## src/include/rh_hub_defs.svh

```systemverilog
// register map, field positions and reset values of the hub register pair
// assumes: included by its bare name from package and design files
`ifndef RH_HUB_DEFS_SVH
`define RH_HUB_DEFS_SVH
`define CMD_DESCB_RD 8'h13
`define CMD_DESCB_WR 8'h93
`define CMD_HSTAT_RD 8'h14
`define CMD_HSTAT_WR 8'h94
`define DESCB_MASK_LSB 16
`define DESCB_MASK_MSB 18
`define DESCB_REM_LSB 0
`define DESCB_REM_MSB 2
`define HS_POWER_OFF_BIT 0
`define HS_OVC_BIT 1
`define HS_WAKE_BIT 15
`define HS_POWER_ON_BIT 16
`define HS_OVC_CHG_BIT 17
`define HS_WAKE_CLR_BIT 31
`define RST_PORT_MASK 3'h0
`define RST_REMOVABLE 3'h0
`define RST_PORT_POWER 2'h0
`define USED_PORT_BITS 3'h6
`endif

```

## src/include/rh_hub_pkg.sv

```systemverilog
// types shared by the hub register bank and its bus port
// assumes: nothing beyond the constants header
`include "rh_hub_defs.svh"
package rh_hub_pkg;
  typedef logic [7:0] cmd_t;
  typedef logic [31:0] word_t;
  typedef logic [2:0] port_bits_t;
endpackage

```

## src/include/rh_cmd_if.sv

```systemverilog
// decoded host bus command passed from the bus port to the register bank
// assumes: one clock, mclk, shared by both ends
`timescale 1ns/10ps
interface rh_cmd_if;
  import rh_hub_pkg::*;
  logic wr_descb;
  logic wr_hstat;
  logic sel_descb;
  logic sel_hstat;
  word_t wdata;
  modport port (output wr_descb, wr_hstat, sel_descb, sel_hstat, wdata);
  modport bank (input wr_descb, wr_hstat, sel_descb, sel_hstat, wdata);
endinterface

```

## src/rh_cmd_decode.sv

```systemverilog
// command decoder: turns command code strobes into register selects
// assumes: cmd_valid is a one-cycle pulse synchronous to mclk
`timescale 1ns/10ps
`include "rh_hub_defs.svh"
module rh_cmd_decode (
  input wire logic cmd_valid,
  input wire rh_hub_pkg::cmd_t cmd_code,
  input wire rh_hub_pkg::word_t cmd_wdata,
  rh_cmd_if.port dec
);
  import rh_hub_pkg::*;
  // pure decode, registered downstream
  always_comb begin
    dec.wr_descb = cmd_valid && (cmd_code == `CMD_DESCB_WR);
    dec.wr_hstat = cmd_valid && (cmd_code == `CMD_HSTAT_WR);
    dec.sel_descb = cmd_valid && (cmd_code == `CMD_DESCB_RD);
    dec.sel_hstat = cmd_valid && (cmd_code == `CMD_HSTAT_RD);
    dec.wdata = cmd_wdata;
  end
endmodule

```

## src/root_hub_power_status_regs.sv

```systemverilog
// root hub descriptor b and hub status registers with global power control
// assumes: host bus commands arrive as one-cycle strobes on mclk
// Operation
// - descriptor b is read with code 13h and written with code 93h.
// - a set mask bit gives that port to per-port commands only.
// - in global switching mode the mask is ignored and global commands rule.
// - mask bit 0 is reserved, bit 1 is port 1, bit 2 is port 2.
// - removable flags bits 2:0, clear means removable, set means fixed.
// - removable bit 0 is reserved, bit 1 is port 1, bit 2 is port 2.
// - hub status is read with code 14h and written with code 94h.
// - hub status low half holds status, high half holds change bits.
// - overcurrent change bit 17 sets on any indicator change, w1c.
// - writing 1 to bit 16 powers ports on, and bit 16 reads 0.
// - bit 15 write 1 sets wakeup enable, bit 31 write 1 clears it.
// - writing 1 to bit 0 powers ports off, and bit 0 reads 0.
`timescale 1ns/10ps
`include "rh_hub_defs.svh"
module root_hub_power_status_regs (
  // clock and reset
  input wire logic mclk,
  input wire logic rst_n,
  // host command bus
  input wire logic cmd_valid,
  input wire rh_hub_pkg::cmd_t cmd_code,
  input wire rh_hub_pkg::word_t cmd_wdata,
  output logic rd_valid,
  output rh_hub_pkg::word_t rd_data,
  // root hub surroundings
  input wire logic power_switch_select,
  input wire logic overcurrent_in,
  // per-port power status, bit n is port n
  output rh_hub_pkg::port_bits_t port_power,
  output logic wakeup_enable
);
  import rh_hub_pkg::*;

  typedef struct packed {
    port_bits_t port_power_mask;
    port_bits_t removable_flags;
    logic overcurrent_flag;
    logic overcurrent_change_flag;
    logic wakeup_enable_flag;
    port_bits_t power;
    logic rd_valid;
    word_t rd_data;
  } state_t;

  state_t st_r;
  state_t st_nxt;
  rh_cmd_if cmd ();
  word_t descb_view;
  word_t hstat_view;
  port_bits_t global_ports;

  rh_cmd_decode u_dec (
    .cmd_valid(cmd_valid),
    .cmd_code(cmd_code),
    .cmd_wdata(cmd_wdata),
    .dec(cmd)
  );

  // read views; reserved and command-only bits stay zero
  always_comb begin
    descb_view = 32'h0;
    descb_view[`DESCB_MASK_MSB:`DESCB_MASK_LSB] = st_r.port_power_mask;
    descb_view[`DESCB_REM_MSB:`DESCB_REM_LSB] = st_r.removable_flags;
    hstat_view = 32'h0;
    // bits 0 and 16 have no local power status and read zero
    hstat_view[`HS_OVC_BIT] = st_r.overcurrent_flag;
    hstat_view[`HS_WAKE_BIT] = st_r.wakeup_enable_flag;
    hstat_view[`HS_OVC_CHG_BIT] = st_r.overcurrent_change_flag;
  end

  // ports that follow global commands: all in global mode, else unmasked
  always_comb begin
    if (!power_switch_select) begin
      global_ports = `USED_PORT_BITS;
    end else begin
      global_ports = ~st_r.port_power_mask & `USED_PORT_BITS;
    end
  end

  // next state
  always_comb begin
    st_nxt = st_r;
    st_nxt.rd_valid = cmd.sel_descb | cmd.sel_hstat;
    if (cmd.sel_descb) begin
      st_nxt.rd_data = descb_view;
    end else if (cmd.sel_hstat) begin
      st_nxt.rd_data = hstat_view;
    end
    if (cmd.wr_descb) begin
      // bit 0 of each field is reserved and kept zero
      st_nxt.port_power_mask =
        cmd.wdata[`DESCB_MASK_MSB:`DESCB_MASK_LSB] & `USED_PORT_BITS;
      st_nxt.removable_flags =
        cmd.wdata[`DESCB_REM_MSB:`DESCB_REM_LSB] & `USED_PORT_BITS;
    end
    st_nxt.overcurrent_flag = overcurrent_in;
    if (cmd.wr_hstat) begin
      if (cmd.wdata[`HS_OVC_CHG_BIT]) begin
        st_nxt.overcurrent_change_flag = 1'b0;
      end
      if (cmd.wdata[`HS_WAKE_BIT]) begin
        st_nxt.wakeup_enable_flag = 1'b1;
      end else if (cmd.wdata[`HS_WAKE_CLR_BIT]) begin
        st_nxt.wakeup_enable_flag = 1'b0;
      end
      // off wins if both are written at once, the safer outcome
      if (cmd.wdata[`HS_POWER_OFF_BIT]) begin
        st_nxt.power = st_r.power & ~global_ports;
      end else if (cmd.wdata[`HS_POWER_ON_BIT]) begin
        st_nxt.power = st_r.power | global_ports;
      end
    end
    // hardware set beats the software clear in the same cycle
    if (overcurrent_in != st_r.overcurrent_flag) begin
      st_nxt.overcurrent_change_flag = 1'b1;
    end
  end

  // state register; reset values are arbitrary, software reprograms them
  always_ff @(posedge mclk) begin
    if (!rst_n) begin
      st_r <= '0;
      st_r.port_power_mask <= `RST_PORT_MASK;
      st_r.removable_flags <= `RST_REMOVABLE;
      st_r.power <= {1'b0, `RST_PORT_POWER};
    end else begin
      st_r <= st_nxt;
    end
  end

  assign rd_valid = st_r.rd_valid;
  assign rd_data = st_r.rd_data;
  assign port_power = st_r.power;
  assign wakeup_enable = st_r.wakeup_enable_flag;

  // assertions on the flag, power and read paths
  AST_OVC_CHG_SET: assert property (
    @(posedge mclk) disable iff (!rst_n)
    overcurrent_in != st_r.overcurrent_flag |=> st_r.overcurrent_change_flag
  ) else $error("overcurrent change not flagged");
  AST_GLOBAL_OFF: assert property (
    @(posedge mclk) disable iff (!rst_n)
    cmd.wr_hstat && cmd.wdata[0] && !power_switch_select
    |=> port_power == 3'h0
  ) else $error("global off failed");
  AST_GLOBAL_ON: assert property (
    @(posedge mclk) disable iff (!rst_n)
    cmd.wr_hstat && cmd.wdata[16] && !cmd.wdata[0] && !power_switch_select
    |=> port_power == 3'h6
  ) else $error("global on failed");
  AST_MASKED_KEEP: assert property (
    @(posedge mclk) disable iff (!rst_n)
    cmd.wr_hstat && power_switch_select && st_r.port_power_mask[1]
    |=> port_power[1] == $past(st_r.power[1])
  ) else $error("masked port changed");
  AST_WAKE_SET: assert property (
    @(posedge mclk) disable iff (!rst_n)
    cmd.wr_hstat && cmd.wdata[15] |=> wakeup_enable
  ) else $error("wakeup set failed");
  AST_HSTAT_READ: assert property (
    @(posedge mclk) disable iff (!rst_n)
    cmd_valid && cmd_code == 8'h14 |=> rd_valid && rd_data[16] == 1'b0
    && rd_data[0] == 1'b0 && rd_data[14:2] == 13'h0
  ) else $error("hub status read bad");
  AST_DESCB_RSV: assert property (
    @(posedge mclk) disable iff (!rst_n)
    cmd_valid && cmd_code == 8'h13 |=> rd_valid && rd_data[0] == 1'b0
    && rd_data[16] == 1'b0 && rd_data[15:3] == 13'h0
  ) else $error("descriptor reserved bit set");
  AST_DESCB_WRITE: assert property (
    @(posedge mclk) disable iff (!rst_n)
    cmd.wr_descb ##1 (cmd_valid && cmd_code == 8'h13) |=>
    rd_data[2:1] == $past(cmd_wdata[2:1], 2)
  ) else $error("removable flags lost");
  AST_OVC_CHG_CLR: assert property (
    @(posedge mclk) disable iff (!rst_n)
    cmd.wr_hstat && cmd.wdata[17] && overcurrent_in == st_r.overcurrent_flag
    |=> !st_r.overcurrent_change_flag
  ) else $error("overcurrent change not cleared");
  AST_OVC_FOLLOW: assert property (
    @(posedge mclk) disable iff (!rst_n)
    1'b1 |=> st_r.overcurrent_flag == $past(overcurrent_in)
  ) else $error("overcurrent status lags");
  AST_WAKE_CLR: assert property (
    @(posedge mclk) disable iff (!rst_n)
    cmd.wr_hstat && cmd.wdata[31] && !cmd.wdata[15] |=> !wakeup_enable
  ) else $error("wakeup clear failed");
  AST_WAKE_KEEP: assert property (
    @(posedge mclk) disable iff (!rst_n)
    !cmd.wr_hstat |=> $stable(wakeup_enable)
  ) else $error("wakeup changed without a write");
  AST_PORT_RSV: assert property (
    @(posedge mclk) disable iff (!rst_n)
    port_power[0] == 1'b0 && st_r.port_power_mask[0] == 1'b0
    && st_r.removable_flags[0] == 1'b0
  ) else $error("reserved port bit set");
  AST_PERPORT_ON: assert property (
    @(posedge mclk) disable iff (!rst_n)
    cmd.wr_hstat && cmd.wdata[16] && !cmd.wdata[0] && power_switch_select
    && !st_r.port_power_mask[2] |=> port_power[2]
  ) else $error("unmasked port not powered on");
  AST_PERPORT_OFF: assert property (
    @(posedge mclk) disable iff (!rst_n)
    cmd.wr_hstat && cmd.wdata[0] && power_switch_select
    && !st_r.port_power_mask[2] |=> !port_power[2]
  ) else $error("unmasked port not powered off");
  AST_MASK_IGNORED: assert property (
    @(posedge mclk) disable iff (!rst_n)
    cmd.wr_hstat && cmd.wdata[16] && !cmd.wdata[0] && !power_switch_select
    && st_r.port_power_mask[1] |=> port_power[1]
  ) else $error("mask obeyed in global mode");
  AST_POWER_KEEP: assert property (
    @(posedge mclk) disable iff (!rst_n)
    !cmd.wr_hstat |=> $stable(port_power)
  ) else $error("port power changed without a command");
  AST_DESCB_KEEP: assert property (
    @(posedge mclk) disable iff (!rst_n)
    !cmd.wr_descb |=> $stable(st_r.port_power_mask)
    && $stable(st_r.removable_flags)
  ) else $error("descriptor changed without a write");
  AST_MASK_WRITE: assert property (
    @(posedge mclk) disable iff (!rst_n)
    cmd.wr_descb |=> st_r.port_power_mask == ($past(cmd.wdata[18:16]) & 3'h6)
  ) else $error("power mask not written");
  AST_HSTAT_RSV_HI: assert property (
    @(posedge mclk) disable iff (!rst_n)
    cmd.sel_hstat |=> rd_data[31:18] == 14'h0
  ) else $error("hub status upper reserved bits set");
  AST_DESCB_RSV_HI: assert property (
    @(posedge mclk) disable iff (!rst_n)
    cmd.sel_descb |=> rd_data[31:19] == 13'h0
  ) else $error("descriptor upper reserved bits set");
  AST_RD_IDLE: assert property (
    @(posedge mclk) disable iff (!rst_n)
    !cmd.sel_descb && !cmd.sel_hstat |=> !rd_valid && $stable(rd_data)
  ) else $error("read answer without a read");
endmodule

```

## config.mk

```make
export PLATFORM = sky130hd
export DESIGN_NAME = root_hub_power_status_regs
export DESIGN_NICKNAME = d
export VERILOG_FILES = /design/src/include/rh_hub_pkg.sv /design/src/include/rh_cmd_if.sv /design/src/rh_cmd_decode.sv /design/src/root_hub_power_status_regs.sv
export VERILOG_INCLUDE_DIRS = /design/src /design/src/include
export SDC_FILE = /design/constraint.sdc
export NUM_CORES = 1
export LEC_CHECK = 0
export CELL_PAD_IN_SITES_DETAIL_PLACEMENT = 0
export CELL_PAD_IN_SITES_GLOBAL_PLACEMENT = 2
export CORE_ASPECT_RATIO = 0.5
export CORE_MARGIN = 2
export CORE_UTILIZATION = 30
export DETAILED_ROUTE_END_ITERATION = 7
export DONT_BUFFER_PORTS = 1
export HOLD_SLACK_MARGIN = 0.03
export PLACE_DENSITY_LB_ADDON = 0.1
export SYNTH_ARGS = -nofsm -noshare
export SYNTH_HDL_FRONTEND = slang
export SYNTH_SLANG_ARGS = --single-unit
export TNS_END_PERCENT = 1
```

## constraint.sdc

```tcl
create_clock -name mclk -period 1.6 [get_ports mclk]
set_input_delay 0.32 -clock mclk [delete_from_list [all_inputs] [get_ports mclk]]
set_output_delay 0.32 -clock mclk [all_outputs]
set_load 0.02 [all_outputs]
```

==> impl_metrics.json, run 1 <==
{
  "run_status": "completed",
  "ir_worst_vdd_mv": 0.233,
  "critical_path.startpoint": "cmd_code[1]",
  "yosysSeqAreaShare": 0.329,
  "clk_latency_ps": 250,
  "yosysWarnings": 0,
  "syn_to_final_growth_pct": -1.78,
  "tns_ps": 0,
  "vias_per_cell": 4.35,
  "drive_gt1_frac": 0.152,
  "dieWidth_um": 82.0,
  "rsz0062_at_grt": "no",
  "grt_pass1_vias": 571,
  "postLayoutCoreUtil": 0.305,
  "setup_ws_ps": 425,
  "final_nets": 145,
  "cts_resized": 0,
  "start_util": 0.310,
  "postCtsSetupBuffers": 0,
  "fin_total_pwr_w": 0.000783,
  "hold_start": "overcurrent_in",
  "first_iter_violations": 56,
  "syn_area_um2": 913,
  "io_buffer_count": 0,
  "hold_class": "in -> reg",
  "grt_usage": 0.101,
  "numClockSinks": 15,
  "syn_inst": 97,
  "cp_max_fo": 7,
  "grt_first_pass_wirelength_mm": 2.66,
  "cp.required_ps": 1720,
  "worst_setup_path_start_kind": "input port",
  "n_antenna_cell": 0,
  "antenna_found_initial": 0,
  "finClkSkew_ps": 1.36,
  "remaining_drc_errors": 0,
  "wl_per_cell_um": 12.4,
  "clk_path_buf_depth": 2,
  "synth_flop_cell": "dfxtp_1",
  "setup_viol": 0,
  "wl_mm": 1.73,
  "crit_path_end_kind": "register",
  "core-area_um2": 2940,
  "dp.cells": 135,
  "reg2reg_from": "rd_data[17]",
  "vias": 605,
  "powerDensity_nw_per_um2": 873,
  "synth_area_per_cell_um2": 9.42,
  "final_max_slew_viol_count": 0,
  "ant_nets": 0,
  "fillers": 317,
  "ys_types": 33,
  "die_y_um": 43.0,
  "hold_violations": 0,
  "cts_buffers": 3,
  "fmax_ghz": 0.851,
  "timing.final.crit_share": 0.734,
  "gp_congestion": 0.685,
  "cts_tree": "yes",
  "dp_slack_ps": 157,
  "async_reset_ff_frac": 0,
  "cts-root-buf": "clkbuf_8",
  "grt_max_degree": 13,
  "ios": 82,
  "fin_cells": 139,
  "dp_hpwl_mm": 1.43,
  "crit_type": "in -> reg",
  "synth.ff_latch_count": 15,
  "layout_min_cycle_time_ps": 1170,
  "grt_overflow": 0,
  "clkTransAtPathRegs_ps": 60,
  "drv_cap": 0,
  "cts-htree-levels": 1,
  "power.leakage_nw": 0.377,
  "cts_hold_buf": 0,
  "die_area_um2": 3530,
  "critical_path_arrival_ps": 1300,
  "synth-edff-count": 0,
  "num_rows": 14,
  "dr.pass1.iters": 4
}
-- logic make-up (layout without fill, tap and decap cells) --
logic type,count (synthesis),after routing,synth area share
xor gates and xnor gates,1,1,0.00959
AOI/OAI and AO/OA,16,16,0.114
muxes,6,6,0.0658
DFF,15,15,0.329
other,1,28,0.00411
and+or+nand+nor,28,28,0.240
buffers and inverters,30,5,0.238
-- registers in the layout (all words and copies together) (netlist names) --
| name | count |
|---|---|
| rd_data | 5 |
| descb_view | 4 |
| hstat_view | 2 |
| port_power | 2 |
| rd_valid | 1 |
| wakeup_enable | 1 |
-- worst max-delay path, stage by stage --
cell    delay [ps]
or3b_4         400
nor3_4         300
and3_2         230
nor3_2          40
-- layer usage --
layer  global-route usage  vias up  routed length [um]
met3               0.0532        0                 249
met2                0.172       43                 820
met4               0.0200        0                   0
li1                     -      293                   -
met5                    0        -                   0
met1                0.111      269                 656
-- cell type report --
| class | instances | area [um^2] | share of cell area |
|---|---|---|---|
| Multi-Input combinational cell | 79 | 497 | 0.554 |
| Sequential cell | 15 | 300 | 0.335 |
| Tap cell | 40 | 50.0 | 0.0558 |
| Clock buffer | 3 | 41.3 | 0.0460 |
| Clock inverter | 1 | 5.00 | 0.00558 |
| Inverter | 1 | 3.75 | 0.00418 |
-- where the power goes --
| part | total, W | switching [W] | internal, W |
|---|---|---|---|
| registers | 0.000380 | 0.00000273 | 0.000378 |
| logic | 0.0000949 | 0.0000769 | 0.0000180 |
| clock network | 0.000308 | 0.000135 | 0.000172 |
| total | 0.000783 | 0.000215 | 0.000568 |
-- cells in the final DEF, fill, tap and decap left out, types with 2 or more instances in the layout --
cell type	n
a21oi_1	6
a22oi_1	2
nand3_1	2
nor3_4	2
conb_1	28
mux2i_1	6
and3_2	2
a31oi_1	2
nand2_1	3
clkbuf_8	3
nor3_2	2
nor2_1	6
dfxtp_1	15
-- path summary, 6_finish.rpt --
| check | endpoint | slack [ps] | cells after the start |
|---|---|---|---|
| hold reg to reg | descb_view[1] | 490 | 2 |
| setup reg to reg | rd_data[17] | 730 | 2 |
| setup / recovery | port_power[1] | 430 | 4 |
| hold / removal | hstat_view[1] | 190 | 1 |
-- synthesized netlist by cell type (2+ instances only) --
cell type	number	area, um^2
a21oi_1	6	30.0
a22oi_1	2	15.0
a31oi_1	2	12.5
and3_2	2	15.0
buf_4	28	210
dfxtp_1	15	300
mux2i_1	6	60.1
nand2_1	3	11.3
nand3_1	2	10.0
nor2_1	6	22.5
nor3_2	2	20.0
nor3_4	2	32.5
-- stage by stage --
stage | hold WS [ps] | area (um^2)
3_5_place_dp | 447 | 851
3_3_place_gp | 448 | 851
4_1_cts | 186 | 897
2_1_floorplan | 442 | 1010
6_report | 192 | 897
5_1_grt | 196 | 897
No activity file was read; power rests on OpenSTA's default activity.
==> inputs of run 2 (changes only) <==
==> constraint.sdc (replaced) <==
create_clock -name mclk -period 1.1 [get_ports mclk]
set_input_delay 0.22 -clock mclk [delete_from_list [all_inputs] [get_ports mclk]]
set_output_delay 0.22 -clock mclk [all_outputs]
set_load 0.02 [all_outputs]
==> impl_metrics.json, run 2 (synthesized netlist as in run 1, its figures left out) <==
{
  "run_status": "completed",
  "cts-htree-levels": 1,
  "hold_violations": 0,
  "cp.required_ps": 1230,
  "r2r_end": "port_power[2]",
  "numClockSinks": 15,
  "setup_viol": 0,
  "cts_buffers": 3,
  "ff_latch_area_um2": 300,
  "hold_class": "in -> reg",
  "dieWidth_um": 82.0,
  "cp_max_fo": 4,
  "cts_tree": "yes",
  "crit_chain": "or2b_1, nor3_4, mux2i_1, nor2_1",
  "final_max_slew_viol_count": 0,
  "worst_setup_path_start_kind": "input port",
  "clkTransAtPathRegs_ps": 60,
  "mostFrequentLayoutCells": "conb_1, dfxtp_1, nor2_1, mux2i_1, a21oi_1",
  "gp_congestion": 0.707,
  "postLayoutCoreUtil": 0.318,
  "wl_per_cell_um": 11.8,
  "vias": 601,
  "clk_path_buf_depth": 2,
  "crit_path_end_kind": "register",
  "num_rows": 14,
  "hold_start": "overcurrent_in",
  "ir_worst_vdd_mv": 0.437,
  "ant_nets": 0,
  "fillers": 317,
  "fmax_ghz": 0.957,
  "wl_mm": 1.70,
  "grt_overflow": 0,
  "final_cell_area_um2": 935,
  "crit_type": "in -> reg",
  "core-area_um2": 2940,
  "drv_cap": 0,
  "r2r_slack_ps": 220,
  "setup_ws_ps": 54.8,
  "clk_latency_ps": 250,
  "reg2reg_from": "descb_view[18]",
  "critical_path_buf_inv_count": 0,
  "cts-root-buf": "clkbuf_8",
  "die_y_um": 43.0,
  "first_iter_violations": 14,
  "ios": 82,
  "final_nets": 150,
  "n_antenna_cell": 0,
  "cts_resized": 0,
  "finClkSkew_ps": 3.92,
  "holdPathStages": 1,
  "rsz0062_at_grt": "yes",
  "critical_path_arrival_ps": 1170,
  "largest_register_ffs": 5,
  "slowest_delay_ps": 370,
  "syn_to_final_growth_pct": 2.33,
  "vias_per_cell": 4.17,
  "placed_area_um2": 881,
  "reg2reg_depth": 3,
  "power.leakage_nw": 0.402,
  "grt_pass1_vias": 530,
  "grt_usage": 0.101,
  "multi_input_area_um2": 497,
  "cp_top_family": "simple AND/OR/NAND/NOR gates",
  "dp_slack_ps": -209,
  "grt_first_pass_wirelength_mm": 2.60,
  "antenna_found_initial": 0,
  "remaining_drc_errors": 0,
  "timing.final.crit_share": 0.950,
  "dp.cells": 139,
  "fin_cells": 144,
  "io_buffer_count": 0,
  "drive_gt1_frac": 0.192,
  "grt_max_degree": 13,
  "layout_min_cycle_time_ps": 1050,
  "die_area_um2": 3530,
  "dr.pass1.iters": 4,
  "dp_hpwl_mm": 1.40,
  "powerDensity_nw_per_um2": 1220,
  "hold-path-endpoint": "hstat_view[1]",
  "final_common_cell": "conb_1",
  "slowest_stage": "nor3_4",
  "start_util": 0.310
}
run 2: report_power, final:
group	internal (W)	switching [W]
combinational	0.0000314	0.000113
sequential	0.000549	0.00000385
clock	0.000251	0.000191
total	0.000832	0.000308
run 2: through the flow:
stage          hold slack, ps  setup TNS, ps  power (W)
2_1_floorplan             342           -698   0.000771
3_3_place_gp              347          -2000   0.000706
3_5_place_dp              347          -2160   0.000706
4_1_cts                  89.0              0    0.00115
5_1_grt                   107         -0.808    0.00119
6_report                 92.9              0    0.00114
run 2: worst max-delay path by stage:
stage	from	end	slack, ps	cells past startpoint
finish	cmd_valid	descb_view[18]	50	4
global route	cmd_code[1]	wakeup_enable	-0.8	4
CTS	cmd_valid	descb_view[18]	50	4
floorplan	cmd_code[1]	wakeup_enable	-90	4
detailed placement	cmd_valid	descb_view[18]	-210	4
global placement	cmd_valid	descb_view[18]	-180	4
run 2: area by class of cell:
cell class                 count  area share
inverter                       1     0.00402
sequential                    15       0.321
clock inverter                 1     0.00535
clock buffer                   3      0.0442
timing repair buffer           5      0.0402
multi-input combinational     79       0.531
tap                           40      0.0535
run 2: worst reg2reg max path, delay by kind of cell, from the launching register on:
family           cells  cell delay (ps)
AND/OR/NAND/NOR      2              160
flip-flops           1              390
AO/OA/AOI/OAI        1              200
run 2: repair_timing:
item | CTS | global route
setup endpoints to repair | 0 | 3
setup buffers | 0 | 1
hold buffers | 0 | 0
run 2: per-layer routing:
metal | track usage | wire [um]
met2 | 0.153 | 775
met4 | 0.0300 | 17
met1 | 0.118 | 663
met5 | 0 | 0
met3 | 0.0638 | 238
